File: config.mk
export PLATFORM = sky130hd
export DESIGN_NAME = bwd_dio_port
export DESIGN_NICKNAME = d
export VERILOG_FILES = /design/src/rtl/bwd_pkg.sv /design/src/rtl/bwd_ms_tick.sv /design/src/rtl/bwd_pin_cell.sv /design/src/rtl/bwd_dio_port.sv
export VERILOG_INCLUDE_DIRS = /design/src /design/src/rtl
export SDC_FILE = /design/constraint.sdc
export NUM_CORES = 1
export LEC_CHECK = 0
export CORE_MARGIN = 5
export CORE_UTILIZATION = 44
export DETAILED_ROUTE_END_ITERATION = 10
export DONT_BUFFER_PORTS = 1
export GPL_TIMING_DRIVEN = 0
export HOLD_SLACK_MARGIN = 0.1
export PLACE_DENSITY = 0.59
export SLEW_MARGIN = 20
export SYNTH_ARGS = -nofsm -noshare
export SYNTH_HDL_FRONTEND = slang
export SYNTH_SLANG_ARGS = --single-unit
File: constraint.sdc
create_clock -name pclk -period 9 [get_ports pclk]
set_clock_uncertainty 0.05 [all_clocks]
set_input_delay 0.45 -clock pclk [delete_from_list [all_inputs] [get_ports pclk]]
set_output_delay 0.45 -clock pclk [all_outputs]
set_load 0.01 [all_outputs]
File: src/rtl/bwd_defs.svh
// Purpose: Register map, fields, resets and timing for the byte-wide DIO port
// Assumes: APB, 32-bit data, one aligned word per register
// Notes:   Values here are shared by the millisecond divider, the port and the bench
//
// Behaviour
// - A port write applies an 8-bit value to the selected port's outputs.
// - A port read returns all 8 lines of the selected port at once.
// - A line write changes only the addressed line of the selected port.
// - A line read returns the state of the one addressed line.
// - Each port has a direction bitmap, 1 makes a line output, 0 input.
// - The direction bitmap resets to 0, all lines inputs.
// - Each port holds an open-drain or push-pull drive style.
// - The drive style resets to push-pull.
// - In open-drain style a high output releases the pin, low drives.
// - An active-port index, reset 0, steers configuration; 0 only valid.
// - A line read reports 0 for a low line and 1 for a high line.
// - A global timeout in milliseconds, default 30000, bounds operations.
// - A port read shows the external level on inputs, own drive on outputs.
// - A port write drives only output lines; inputs stay undriven.
`ifndef BWD_DEFS_SVH
`define BWD_DEFS_SVH

`define BWD_ADDR_PORT     12'h000
`define BWD_ADDR_LINE     12'h004
`define BWD_ADDR_DIR      12'h008
`define BWD_ADDR_STYLE    12'h00C
`define BWD_ADDR_SEL      12'h010
`define BWD_ADDR_TIMEOUT  12'h014
`define BWD_ADDR_STATUS   12'h018

`define BWD_LINE_NUM_LSB  8
`define BWD_LINE_NUM_MSB  10
`define BWD_LINE_VAL_BIT  0
`define BWD_STYLE_BIT     0
`define BWD_STAT_BUSY     0
`define BWD_STAT_TMO      1

`define BWD_RST_DIR       8'h00
`define BWD_RST_OUT       8'h00
`define BWD_RST_SEL       8'h00
`define BWD_RST_TMO_MS    32'h0000_7530
`define BWD_MS_NS         1000000
`define BWD_CLK_NS        100
`define BWD_MS_CYCLES     (`BWD_MS_NS / `BWD_CLK_NS)

`endif

File: src/rtl/bwd_pkg.sv
// Purpose: Types for the byte-wide DIO port
// Assumes: Nothing
// Notes:   Constants live in bwd_defs.svh
package bwd_pkg;
  typedef enum logic {
    BWD_PUSH_PULL,
    BWD_OPEN_DRAIN
  } bwd_style_t;
endpackage

File: src/rtl/bwd_ms_tick.sv
// Purpose: One-cycle pulse every millisecond
// Assumes: pclk at the rate set in the defs header
// Notes:   Divider only
`timescale 1ns/1ns
`include "bwd_defs.svh"
module bwd_ms_tick #(
  parameter int unsigned CYCLES = `BWD_MS_CYCLES
) (
  // Clock and reset
  input  wire logic pclk,
  input  wire logic presetn,
  // Millisecond tick
  output logic      tick
);
  logic [15:0] cnt_q;
  wire         wrap = (cnt_q == 16'(CYCLES - 1));

  always_ff @(posedge pclk or negedge presetn) begin
    if (!presetn) begin
      cnt_q <= 16'h0000;
    end else begin
      cnt_q <= wrap ? 16'h0000 : cnt_q + 16'h0001;
    end
  end
  assign tick = wrap;
endmodule

File: src/rtl/bwd_pin_cell.sv
// Purpose: One DIO line driver, combinational; the output latch is in the port
// Assumes: Pin input synchronous to pclk
// Notes:   Output enable high while driving
`timescale 1ns/1ns
module bwd_pin_cell (
  // Control
  input  wire logic dir_out,
  input  wire logic open_drain,
  input  wire logic level,
  // Pin
  input  wire logic pin_i,
  output logic      pin_o,
  output logic      pin_oe,
  // Readback
  output logic      state
);
  // Open drain only pulls low, high releases
  assign pin_o  = open_drain ? 1'b0 : level;
  assign pin_oe = dir_out & (open_drain ? ~level : 1'b1);
  assign state  = dir_out ? level : pin_i;
endmodule

File: src/rtl/bwd_dio_port.sv
// Purpose: APB slave and logic of an 8-line digital I/O port
// Assumes: One port; pins synchronous to pclk
// Notes:   Zero wait states; unmapped address gives pslverr
//
// Register access over APB and the register offsets were decided locally.
`timescale 1ns/1ns
`include "bwd_defs.svh"
module bwd_dio_port #(
  parameter int unsigned LINES     = 8,
  parameter int unsigned MS_CYCLES = `BWD_MS_CYCLES
) (
  // Clock and reset
  input  wire logic              pclk,
  input  wire logic              presetn,
  // APB
  input  wire logic              psel,
  input  wire logic              penable,
  input  wire logic              pwrite,
  input  wire logic [11:0]       paddr,
  input  wire logic [31:0]       pwdata,
  input  wire logic [3:0]        pstrb,
  output logic                   pready,
  output logic [31:0]            prdata,
  output logic                   pslverr,
  // Pins
  input  wire logic [LINES-1:0]  dio_i,
  output logic [LINES-1:0]       dio_o,
  output logic [LINES-1:0]       dio_oe,
  // Operation timeout
  input  wire logic              op_start,
  input  wire logic              op_done,
  output logic                   op_timeout
);
  logic [LINES-1:0]    out_q;
  logic [LINES-1:0]    dir_q;
  bwd_pkg::bwd_style_t style_q;
  logic [7:0]          sel_q;
  logic [31:0]         tmo_ms_q;
  logic [31:0]         ms_cnt_q;
  logic                busy_q;
  logic                tmo_q;
  logic [31:0]         rdata_q;
  logic                ms_tick;
  logic [LINES-1:0]    line_state;
  logic [2:0]          rd_idx_q;

  wire access = psel & penable;
  wire wr     = access & pwrite;
  wire rd_setup = psel & ~penable & ~pwrite;
  wire hit_port = (paddr == `BWD_ADDR_PORT);
  wire hit_line = (paddr == `BWD_ADDR_LINE);
  wire hit_dir  = (paddr == `BWD_ADDR_DIR);
  wire hit_sty  = (paddr == `BWD_ADDR_STYLE);
  wire hit_sel  = (paddr == `BWD_ADDR_SEL);
  wire hit_tmo  = (paddr == `BWD_ADDR_TIMEOUT);
  wire hit_stat = (paddr == `BWD_ADDR_STATUS);
  wire mapped   = hit_port | hit_line | hit_dir | hit_sty | hit_sel
                | hit_tmo | hit_stat;
  // Only port 0 exists; configuration with another index is ignored
  wire sel_ok   = (sel_q == `BWD_RST_SEL);
  wire b0       = pstrb[0];
  wire b1       = pstrb[1];
  wire [2:0] line_idx = pwdata[`BWD_LINE_NUM_MSB:`BWD_LINE_NUM_LSB];
  wire       line_val = pwdata[`BWD_LINE_VAL_BIT];

  // Write byte to latch; line write touches one bit only
  logic [LINES-1:0] out_d;
  always_comb begin
    out_d = out_q;
    if (wr && hit_port && b0) begin
      out_d = pwdata[LINES-1:0];
    end else if (wr && hit_line && b0 && b1) begin
      out_d[line_idx] = line_val;
    end
  end

  wire [LINES-1:0] dir_d = (wr && hit_dir && b0 && sel_ok)
                         ? pwdata[LINES-1:0] : dir_q;

  always_ff @(posedge pclk or negedge presetn) begin
    if (!presetn) begin
      out_q   <= `BWD_RST_OUT;
      dir_q   <= `BWD_RST_DIR;
      style_q <= bwd_pkg::BWD_PUSH_PULL;
      sel_q   <= `BWD_RST_SEL;
    end else begin
      out_q <= out_d;
      dir_q <= dir_d;
      if (wr && hit_sty && b0 && sel_ok) begin
        style_q <= bwd_pkg::bwd_style_t'(pwdata[`BWD_STYLE_BIT]);
      end
      if (wr && hit_sel && b0) begin
        sel_q <= pwdata[7:0];
      end
    end
  end

  // Per-line driver
  genvar g;
  generate
    for (g = 0; g < LINES; g++) begin : g_line
      bwd_pin_cell u_cell (
        .dir_out    (dir_q[g]),
        .open_drain (style_q == bwd_pkg::BWD_OPEN_DRAIN),
        .level      (out_q[g]),
        .pin_i      (dio_i[g]),
        .pin_o      (dio_o[g]),
        .pin_oe     (dio_oe[g]),
        .state      (line_state[g])
      );
    end
  endgenerate

  // Timeout supervisor counting milliseconds
  bwd_ms_tick #(
    .CYCLES (MS_CYCLES)
  ) u_tick (
    .pclk    (pclk),
    .presetn (presetn),
    .tick    (ms_tick)
  );

  // Software clear of the sticky timeout flag
  wire tmo_clr = wr & hit_stat & b0 & pwdata[`BWD_STAT_TMO];
  wire tmo_hit = busy_q & ~op_done & ms_tick
               & (ms_cnt_q + 32'h0000_0001 >= tmo_ms_q);

  always_ff @(posedge pclk or negedge presetn) begin
    if (!presetn) begin
      tmo_ms_q <= `BWD_RST_TMO_MS;
      ms_cnt_q <= 32'h0000_0000;
      busy_q   <= 1'b0;
      tmo_q    <= 1'b0;
    end else begin
      if (wr && hit_tmo && (&pstrb)) begin
        tmo_ms_q <= pwdata;
      end
      if (op_start) begin
        busy_q   <= 1'b1;
        ms_cnt_q <= 32'h0000_0000;
      end else if (busy_q && op_done) begin
        busy_q <= 1'b0;
      end else if (busy_q && ms_tick) begin
        ms_cnt_q <= ms_cnt_q + 32'h0000_0001;
        if (tmo_hit) begin
          busy_q <= 1'b0;
        end
      end
      // Expiry beats a software clear in the same cycle
      if (op_start) begin
        tmo_q <= 1'b0;
      end else if (tmo_hit) begin
        tmo_q <= 1'b1;
      end else if (tmo_clr) begin
        tmo_q <= 1'b0;
      end
    end
  end
  assign op_timeout = tmo_q;

  // Read mux; bits above the port width read zero, except the 32-bit timeout
  logic [31:0] rd_d;
  always_comb begin
    rd_d = 32'h0000_0000;
    if (hit_port) begin
      rd_d[LINES-1:0] = line_state;
    end else if (hit_line) begin
      rd_d[`BWD_LINE_VAL_BIT] = line_state[rd_idx_q];
    end else if (hit_dir) begin
      rd_d[LINES-1:0] = dir_q;
    end else if (hit_sty) begin
      rd_d[`BWD_STYLE_BIT] = style_q;
    end else if (hit_sel) begin
      rd_d[7:0] = sel_q;
    end else if (hit_tmo) begin
      rd_d = tmo_ms_q;
    end else if (hit_stat) begin
      rd_d[`BWD_STAT_BUSY] = busy_q;
      rd_d[`BWD_STAT_TMO]  = tmo_q;
    end
  end

  // Line read addresses the line set by the last line write
  always_ff @(posedge pclk or negedge presetn) begin
    if (!presetn) begin
      rd_idx_q <= 3'h0;
    end else if (wr && hit_line && b0 && b1) begin
      rd_idx_q <= line_idx;
    end
  end

  always_ff @(posedge pclk or negedge presetn) begin
    if (!presetn) begin
      rdata_q <= 32'h0000_0000;
    end else if (psel && !penable && !pwrite) begin
      rdata_q <= rd_d;
    end
  end

  assign pready  = 1'b1;
  assign prdata  = rdata_q;
  assign pslverr = access & ~mapped;

  // Line access
  a_line_write: assert property (@(posedge pclk) disable iff (!presetn)
    wr && hit_line && b0 && b1 |=> out_q[$past(line_idx)] == $past(line_val))
    else $error("line write value lost");

  a_line_index: assert property (@(posedge pclk) disable iff (!presetn)
    wr && hit_line && b0 && b1 |=> rd_idx_q == $past(line_idx))
    else $error("line index not kept");

  a_line_value: assert property (@(posedge pclk) disable iff (!presetn)
    rd_setup && hit_line |=> prdata[0] == $past(line_state[rd_idx_q]))
    else $error("line read value wrong");

  a_line_upper: assert property (@(posedge pclk) disable iff (!presetn)
    rd_setup && hit_line |=> prdata[31:1] == '0)
    else $error("line read upper bits set");

  // Port access
  a_port_upper: assert property (@(posedge pclk) disable iff (!presetn)
    rd_setup && hit_port |=> prdata[31:LINES] == '0)
    else $error("port read upper bits set");

  a_port_all: assert property (@(posedge pclk) disable iff (!presetn)
    rd_setup && hit_port |=> prdata[LINES-1:0] == $past(line_state))
    else $error("port read not one snapshot");

  a_rdata_hold: assert property (@(posedge pclk) disable iff (!presetn)
    !rd_setup |=> $stable(prdata))
    else $error("read data moved");

  a_state_mix: assert property (@(posedge pclk) disable iff (!presetn)
    line_state == ((dio_i & ~dir_q) | (out_q & dir_q)))
    else $error("line state mix wrong");

  a_latch_hold: assert property (@(posedge pclk) disable iff (!presetn)
    !(wr && (hit_port || hit_line)) |=> $stable(out_q))
    else $error("latch changed without write");

  a_drive_level: assert property (@(posedge pclk) disable iff (!presetn)
    (dio_oe & dio_o) == (dio_oe & out_q))
    else $error("driven level differs from latch");

  // Drive style
  a_od_enable: assert property (@(posedge pclk) disable iff (!presetn)
    style_q == bwd_pkg::BWD_OPEN_DRAIN |-> dio_oe == (dir_q & ~out_q))
    else $error("open drain enable wrong");

  a_od_low: assert property (@(posedge pclk) disable iff (!presetn)
    style_q == bwd_pkg::BWD_OPEN_DRAIN |-> dio_o == '0)
    else $error("open drain level not low");

  a_style_write: assert property (@(posedge pclk) disable iff (!presetn)
    wr && hit_sty && b0 && sel_ok |=>
      style_q == bwd_pkg::bwd_style_t'($past(pwdata[`BWD_STYLE_BIT])))
    else $error("drive style not stored");

  a_style_hold: assert property (@(posedge pclk) disable iff (!presetn)
    !(wr && hit_sty) |=> $stable(style_q))
    else $error("drive style moved");

  // Direction and port index
  a_dir_hold: assert property (@(posedge pclk) disable iff (!presetn)
    !(wr && hit_dir) |=> $stable(dir_q))
    else $error("direction moved");

  a_dir_bad_sel: assert property (@(posedge pclk) disable iff (!presetn)
    wr && hit_dir && !sel_ok |=> $stable(dir_q))
    else $error("direction written for bad port");

  a_sel_write: assert property (@(posedge pclk) disable iff (!presetn)
    wr && hit_sel && b0 |=> sel_q == $past(pwdata[7:0]))
    else $error("port index not stored");

  a_sel_hold: assert property (@(posedge pclk) disable iff (!presetn)
    !(wr && hit_sel) |=> $stable(sel_q))
    else $error("port index moved");

  // Operation timeout
  a_busy_start: assert property (@(posedge pclk) disable iff (!presetn)
    op_start |=> busy_q && !tmo_q)
    else $error("start did not arm");

  a_done_ends: assert property (@(posedge pclk) disable iff (!presetn)
    busy_q && op_done && !op_start |=> !busy_q && !$rose(tmo_q))
    else $error("done did not end watch");

  a_tmo_late: assert property (@(posedge pclk) disable iff (!presetn)
    $rose(tmo_q) |-> ms_cnt_q >= tmo_ms_q)
    else $error("timeout came early");

  a_tmo_sticky: assert property (@(posedge pclk) disable iff (!presetn)
    tmo_q && !op_start && !tmo_clr |=> tmo_q)
    else $error("timeout flag dropped");

  a_tmo_clear: assert property (@(posedge pclk) disable iff (!presetn)
    tmo_clr && !op_start && !tmo_hit |=> !tmo_q)
    else $error("timeout flag not cleared");

  a_cnt_step: assert property (@(posedge pclk) disable iff (!presetn)
    busy_q && !op_start && !op_done && ms_tick |=>
      ms_cnt_q == $past(ms_cnt_q) + 32'h0000_0001)
    else $error("millisecond count skipped");

  a_cnt_idle: assert property (@(posedge pclk) disable iff (!presetn)
    !busy_q && !op_start |=> $stable(ms_cnt_q))
    else $error("count moved while idle");

  a_tmo_reg: assert property (@(posedge pclk) disable iff (!presetn)
    wr && hit_tmo && (&pstrb) |=> tmo_ms_q == $past(pwdata))
    else $error("timeout value not stored");


  a_port_write: assert property (@(posedge pclk) disable iff (!presetn)
    wr && hit_port && b0 |=> out_q == $past(pwdata[LINES-1:0]))
    else $error("port write not latched");
  a_line_only: assert property (@(posedge pclk) disable iff (!presetn)
    wr && hit_line && b0 && b1 |=> $countones(out_q ^ $past(out_q)) <= 1)
    else $error("line write touched other lines");
  a_inputs_free: assert property (@(posedge pclk) disable iff (!presetn)
    (dio_oe & ~dir_q) == '0)
    else $error("input line driven");
  a_od_release: assert property (@(posedge pclk) disable iff (!presetn)
    style_q == bwd_pkg::BWD_OPEN_DRAIN |-> (dio_oe & out_q) == '0)
    else $error("open drain drives high");
  a_pp_drive: assert property (@(posedge pclk) disable iff (!presetn)
    style_q == bwd_pkg::BWD_PUSH_PULL |-> dio_oe == dir_q && dio_o == out_q)
    else $error("push pull not driving");
  a_port_read: assert property (@(posedge pclk) disable iff (!presetn)
    psel && !penable && !pwrite && hit_port |=>
      prdata[LINES-1:0] == (($past(dio_i) & ~$past(dir_q))
                         | ($past(out_q) & $past(dir_q))))
    else $error("port read wrong");
  a_dir_write: assert property (@(posedge pclk) disable iff (!presetn)
    wr && hit_dir && b0 && sel_ok |=> dir_q == $past(pwdata[LINES-1:0]))
    else $error("direction not stored");
  a_bad_port: assert property (@(posedge pclk) disable iff (!presetn)
    !sel_ok |=> $stable(dir_q) && $stable(style_q))
    else $error("config changed for bad port");
  a_timeout_set: assert property (@(posedge pclk) disable iff (!presetn)
    $rose(tmo_q) |-> $past(busy_q) && !busy_q)
    else $error("timeout without operation");
endmodule

==> run metrics, run 1 <==
clk_lat worst skew=0.43 ns; dpl hpwl=15.1 mm; Pre-antenna DRT Iters=5; CP endpoint kind=flip-flop; Peak VDD IR=0.000118 V; Worst-path clk slew=0.06 ns; leading cell type by number of instances after synthesis=dfrtp_1; synth unique cells=53; Final Hold Fails=0; die area=0.0208 sq mm; worst slew pin tran=1.04 ns; combinational share of power=2.8%; Clock Sinks=142; sequential share of power=47.2%; register area share after synthesis=44.9%; outcome=complete, no violations; Post-Syn Area per Cell=10.0 sq um; Hold Path Stages=2; Final Util=49.8%; Die H=144 microns; Min-Delay Endpoint=out_q[4]; Clk network pwr share=50.1%; Commonest cells post-synth=135 x dfrtp_1, 77 x nor2_1, 64 x nand2_1; worst-path maximum fanout=10; placeable core area=0.0178 sq mm; worst rel slew slack=28.6%; R2R Setup Slk=4.79 ns; worst reg2reg endpoint=busy_q; M1 GR Usage=26.4%; fin. max-slew vios=0; Sw Share=24.9%; Root Buffer=clkbuf_16; Finish-stage setup viols=0; Leakage=3.93 nW; Antenna Nets Post-Route=0; Fill cells=1,625; met2 track demand over resource=31.2%; Period Utilization, post-route=46.8%; EDFF count, synth=0; DRC=0; Synth area leaders=dfrtp_1 43%, mux2_2 7.7%, ha_1 5.4%; first-pass GRT wire length=31.8 mm; vias=5,894; Yosys top cell by area=dfrtp_1; CP required=9.31 ns; Initial Util=44.4%; gpl congestion=0.948; RSZ-0062 raised after global routing=false; minimum clock period=4.21 ns; Worst Path Arrival=4.51 ns; Syn Nets=889; TritonCTS clock tree=built; DR vias/cell=5.56; Antenna Cells=0; flops & latches, synth=142; ys async rst share=100%; top cell type's share of synthesized area=42.6%; Top FF cell, synth=dfrtp_1; worst flop-to-flop path startpoint=ms_cnt_q[15]; sw power=0.000338 W; met3 global-route usage=4.76%; register area=0.00356 sq mm; clk buf depth=2; reg2reg path depth=14; pin count of the biggest net entering global routing=143; CP startpoint kind=flip-flop; vias in the first global route=5,942; Syn Inst Count=792; setup TNS=0 ns; Tot GR Track Use=19.6%; WS Path Type=reg2reg; total CTS buffers=17; I/O pin cnt=114; WL final=19.8 mm; initial antenna violation count=0; H-tree lvl count=4; Max Cap Violations=0; Min-Delay Path Class=in2reg; Synth Cell Area=0.00793 sq mm; Yosys Warn Count=0; DRT iter0 DRCs=419; min-delay src=pwdata[4]; area of the multi-input gates=0.00396 sq mm; num rows=49; Internal=0.00102 W; # port buffers=0; wire per inst=18.7 microns; Overflow after GRT=0; Pwr Density=153 mW/mm^2; fmax=238 MHz; share of post-route cells with drive strength above 1=15.4%; Nets=916; P&R area growth vs syn=12.0%; Die X=144 microns; busiest layer in global routing=met2
metrics by stage:
step / hold slack, ns / total power [W] / setup slack (ns) / area [sq um] / cells
CTS: 0.102 / 0.00137 / 4.86 / 8860 / 1059
finish: 0.113 / 0.00136 / 4.79 / 8880 / 1061
detailed placement: 0.110 / 0.000673 / 4.88 / 8210 / 1021
floorplan: 0.104 / 0.000667 / 5.89 / 7930 / 792
global route: 0.100 / 0.00140 / 4.39 / 8880 / 1061
global placement: 0.108 / 0.000672 / 5.00 / 8210 / 1021
critical path, stage by stage (launching register included):
cell	delay, ns
dfrtp_1	0.32
clkbuf_1	0.26
nand3_1	0.21
nor4_1	0.49
nand3_1	0.17
clkbuf_1	0.26
nor2_1	0.19
xor2_1	0.18
ha_1	0.27
a21oi_1	0.19
nor2b_1	0.06
o21ai_0	0.21
a21oi_1	0.12
a2111oi_0	0.92
o32a_1	0.24
layout make-up:
type | instances | area share (%)
plain buffers | 49 | 2.93
well taps | 229 | 3.23
inverters | 40 | 1.69
multi-input cells | 561 | 44.5
flip-flops and latches | 142 | 40.1
repair buffers | 8 | 1.10
clock inverters | 15 | 1.59
clock buffers | 17 | 4.79
power groups by stage:
stage | logic [W] | registers, W | clock network [W]
finish | 0.0000375 | 0.000639 | 0.000679
floorplan | 0.0000157 | 0.000651 | 0
global route | 0.0000422 | 0.000639 | 0.000723
CTS | 0.0000378 | 0.000639 | 0.000690
global placement | 0.0000211 | 0.000651 | 0
detailed placement | 0.0000215 | 0.000651 | 0
layer usage:
metal | routed length, microns | up-vias | part of all wire, %
met5 | 0 | - | 0
met4 | 394 | 0 | 2.0
met3 | 1400 | 32 | 7.1
met2 | 9220 | 180 | 47
met1 | 8790 | 2879 | 44
li1 | - | 2803 | -
placed cells by master (no fill, tap or decap), drive strengths merged, types with 2 or more instances in the layout:
cell,instances
o21ai,34
mux2i,20
mux4,2
nor2,79
buf,27
clkinv,2
and2,6
or3,7
a221oi,3
nand2,64
a211oi,3
a21o,2
a2111oi,2
nand2b,3
nor2b,14
nand3,27
ha,34
inv,52
dfrtp,135
nor3b,4
a21oi,21
xor2,32
or4,2
nand4,10
dfstp,7
and3,8
nor3,27
dlygate4sd3,7
xnor2,39
a21boi,7
nor4,8
a22o,24
nand4b,2
clkbuf,40
o22ai,5
and4,6
mux2,54
sequential cells by signal (all words and copies together), names as in the netlist:
register	flops
u_tick.cnt_q	16
style_q	1
prdata	32
ms_cnt_q	32
tmo_ms_q	32
busy_q	1
op_timeout	1
sel_q	8
rd_idx_q	3
out_q	8
dir_q	8
worst max path at each step:
stage | from | endpoint | slack (ns) | depth (start not counted)
2_1_floorplan | ms_cnt_q[15] | busy_q | 5.89 | 14
3_3_place_gp | ms_cnt_q[15] | busy_q | 5.00 | 14
3_5_place_dp | ms_cnt_q[15] | busy_q | 4.88 | 14
4_1_cts | ms_cnt_q[15] | busy_q | 4.86 | 14
5_1_grt | ms_cnt_q[15] | busy_q | 4.39 | 14
6_report | ms_cnt_q[15] | busy_q | 4.79 | 14
cells by family after synthesis:
logic type,count (synthesis),share of synthesized area [%]
simple gates,272,17.0
flops,142,44.9
compound gates,107,8.85
buf+inv,89,5.18
mux,76,10.8
xor+xnor,71,7.84
fa+ha+maj,34,5.37
other cells,1,0.0473
repair_timing:
item,CTS,global route
endpoints found under the hold margin,147,2
hold buffers,6,2
setup buffers,0,0
gates resized for setup,0,0
(Power assumes the default switching activity.)
==> run 2: changes to the inputs <==
==> constraint.sdc (replaced) <==
create_clock -name pclk -period 4.4 [get_ports pclk]
set_clock_uncertainty 0.05 [all_clocks]
set_input_delay 0.22 -clock pclk [delete_from_list [all_inputs] [get_ports pclk]]
set_output_delay 0.22 -clock pclk [all_outputs]
set_load 0.01 [all_outputs]
==> run metrics, run 2 (same netlist as run 1, synthesis figures left out) <==
die area=0.0208 sq mm (unchanged); uppermost routed layer=met4; Cell Count Post-Placement=1,021 (unchanged); pre-CTS setup slack=0.279 ns (-4.60 ns); Hold Path Stages=4 (+2); Finish-stage setup viols=0 (unchanged); WL final=20.3 mm (+2.7%); Nets=949 (+3.6%); dpl hpwl=15.1 mm (unchanged); fin. max-slew vios=0 (unchanged); Final Hold Slack=0.123 ns (+0.0101 ns); Root Buffer=clkbuf_16; Overflow after GRT=0 (unchanged); Period Utilization, post-route=87.1% (+40 points); CP startpoint kind=flip-flop; H-tree lvl count=4 (unchanged); Clock Sinks=142 (unchanged); Worst-path clk slew=0.06 ns (about the same); Leakage=4.09 nW (+3.9%); I/O pin cnt=114 (unchanged); Fill cells=1,593 (-2.0%); area of the multi-input gates=0.00396 sq mm (+0.16%); num rows=49 (unchanged); register area=0.00356 sq mm (unchanged); total CTS buffers=17 (unchanged); most common cell after layout, fill and taps aside=dfrtp_1; Antenna Nets Post-Route=0 (unchanged); CP endpoint kind=flip-flop; worst flop-to-flop path startpoint=ms_cnt_q[15]; WS Path Type=reg2reg; wl on met1=9.17 mm (+4.4%); commonest cells after routing, fill and taps aside=135 x dfrtp_1, 77 x nor2_1, 64 x nand2_1; reg2reg path depth=14 (unchanged); gpl congestion=0.948 (unchanged); Initial Util=44.4% (unchanged); worst slew pin tran=0.727 ns (-0.318 ns); fmax=261 MHz (+9.8%); vias=6,038 (+2.4%); share of post-route cells with drive strength above 1=14.9% (-0.47 points); R2R Setup Slk=0.57 ns (-4.22 ns); Worst Path Arrival=4.14 ns (-0.37 ns); setup ws final=0.569 ns (-4.22 ns); Die H=144 microns (unchanged); Peak VDD IR=0.000241 V (+100%); Min-Delay Path Class=in2reg; worst rel slew slack=51.5% (+23 points); pin count of the biggest net entering global routing=143 (unchanged); min-delay src=pwdata[9]; worst reg2reg endpoint=busy_q; Antenna Cells=0 (unchanged); placeable core area=0.0178 sq mm (unchanged); routed wl met3=1.35 mm (-4.0%); setup TNS=0 ns (unchanged); met2 WL=9.38 mm (+1.7%); DR vias/cell=5.52 (-0.65%); Max Cap Violations=0 (unchanged); TritonCTS clock tree=built; vias in the first global route=6,094 (+2.6%); Pre-antenna DRT Iters=5 (unchanged); clk buf depth=2 (unchanged); initial antenna violation count=0 (unchanged); minimum clock period=3.83 ns (-0.376 ns); worst-path maximum fanout=10 (unchanged); wire per inst=18.6 microns (-0.44%); Min-Delay Endpoint=out_q[7]; DRT iter0 DRCs=444 (+6.0%); clk_lat worst skew=0.43 ns (about the same); Tot GR Track Use=20.0% (+0.45 points); # port buffers=0 (unchanged); Pwr Density=304 mW/mm^2 (+99%); CP required=4.71 ns (-4.60 ns); Finished Layout Cells=1,094 (+3.1%); Die X=144 microns (unchanged); P&R area growth vs syn=16.2%; outcome=complete, no violations; Final Util=51.7% (+1.9 points); Final Hold Fails=0 (unchanged); RSZ-0062 raised after global routing=false; DRC=0 (unchanged); first-pass GRT wire length=32.6 mm (+2.5%)
==> run 2: worst max path at each step <==
stage / end / from / cells after the start
after global routing: busy_q / ms_cnt_q[15] / 13
final: busy_q / ms_cnt_q[15] / 14
after detailed placement: busy_q / ms_cnt_q[15] / 14
after CTS: busy_q / ms_cnt_q[15] / 14
after floorplan: busy_q / ms_cnt_q[15] / 14
after global placement: busy_q / ms_cnt_q[15] / 14
==> run 2: power breakdown <==
group | internal [W] | total [W] | switching [W] | leakage (nW)
logic | 0.0000382 | 0.000106 | 0.0000675 | 1.87
clock network | 0.000754 | 0.00139 | 0.000636 | 0.281
registers | 0.00131 | 0.00131 | 0.00000125 | 1.93
total | 0.00210 | 0.00280 | 0.000705 | 4.09
==> run 2: metrics by stage <==
| stage | total power [W] | cell area (sq um) |
|---|---|---|
| after floorplan | 0.00136 | 7930 |
| after global placement | 0.00137 | 8210 |
| after detailed placement | 0.00138 | 8210 |
| after CTS | 0.00283 | 9210 |
| after global routing | 0.00290 | 9220 |
| final | 0.00280 | 9220 |
==> run 2: repair_timing <==
action,4_1_cts,5_1_grt
endpoints found under the hold margin,202,0
gates resized for setup,0,2
hold buffers,41,0
buffers inserted,0,0
setup endpoints to repair,0,2
==> run 2: final cells by class <==
class	instances	share of cell area, %
sequential	142	38.7
inverter	40	1.63
multi-input combinational	561	43.0
tap	229	3.11
timing repair buffer	41	4.64
buffer	49	2.82
clock buffer	17	4.62
clock inverter	15	1.53
==> run 2: metal layers <==
layer,up-vias,track usage (%)
li1,2863,-
met1,2962,27.1
met2,183,31.7
met3,30,4.76
met4,0,6.77
met5,-,0
==> run 2: critical path, cell delays in order, from the launching register on <==
cell and delay (ns):
dfrtp_1 0.32, clkbuf_1 0.26, nand3_1 0.21, nor4_1 0.49
nand3_1 0.17, clkbuf_1 0.25, nor2_1 0.19, xor2_1 0.18
ha_1 0.27, a21oi_1 0.18, nor2b_1 0.06, o21ai_0 0.21
a21oi_1 0.15, a2111oi_2 0.55, o32a_1 0.21
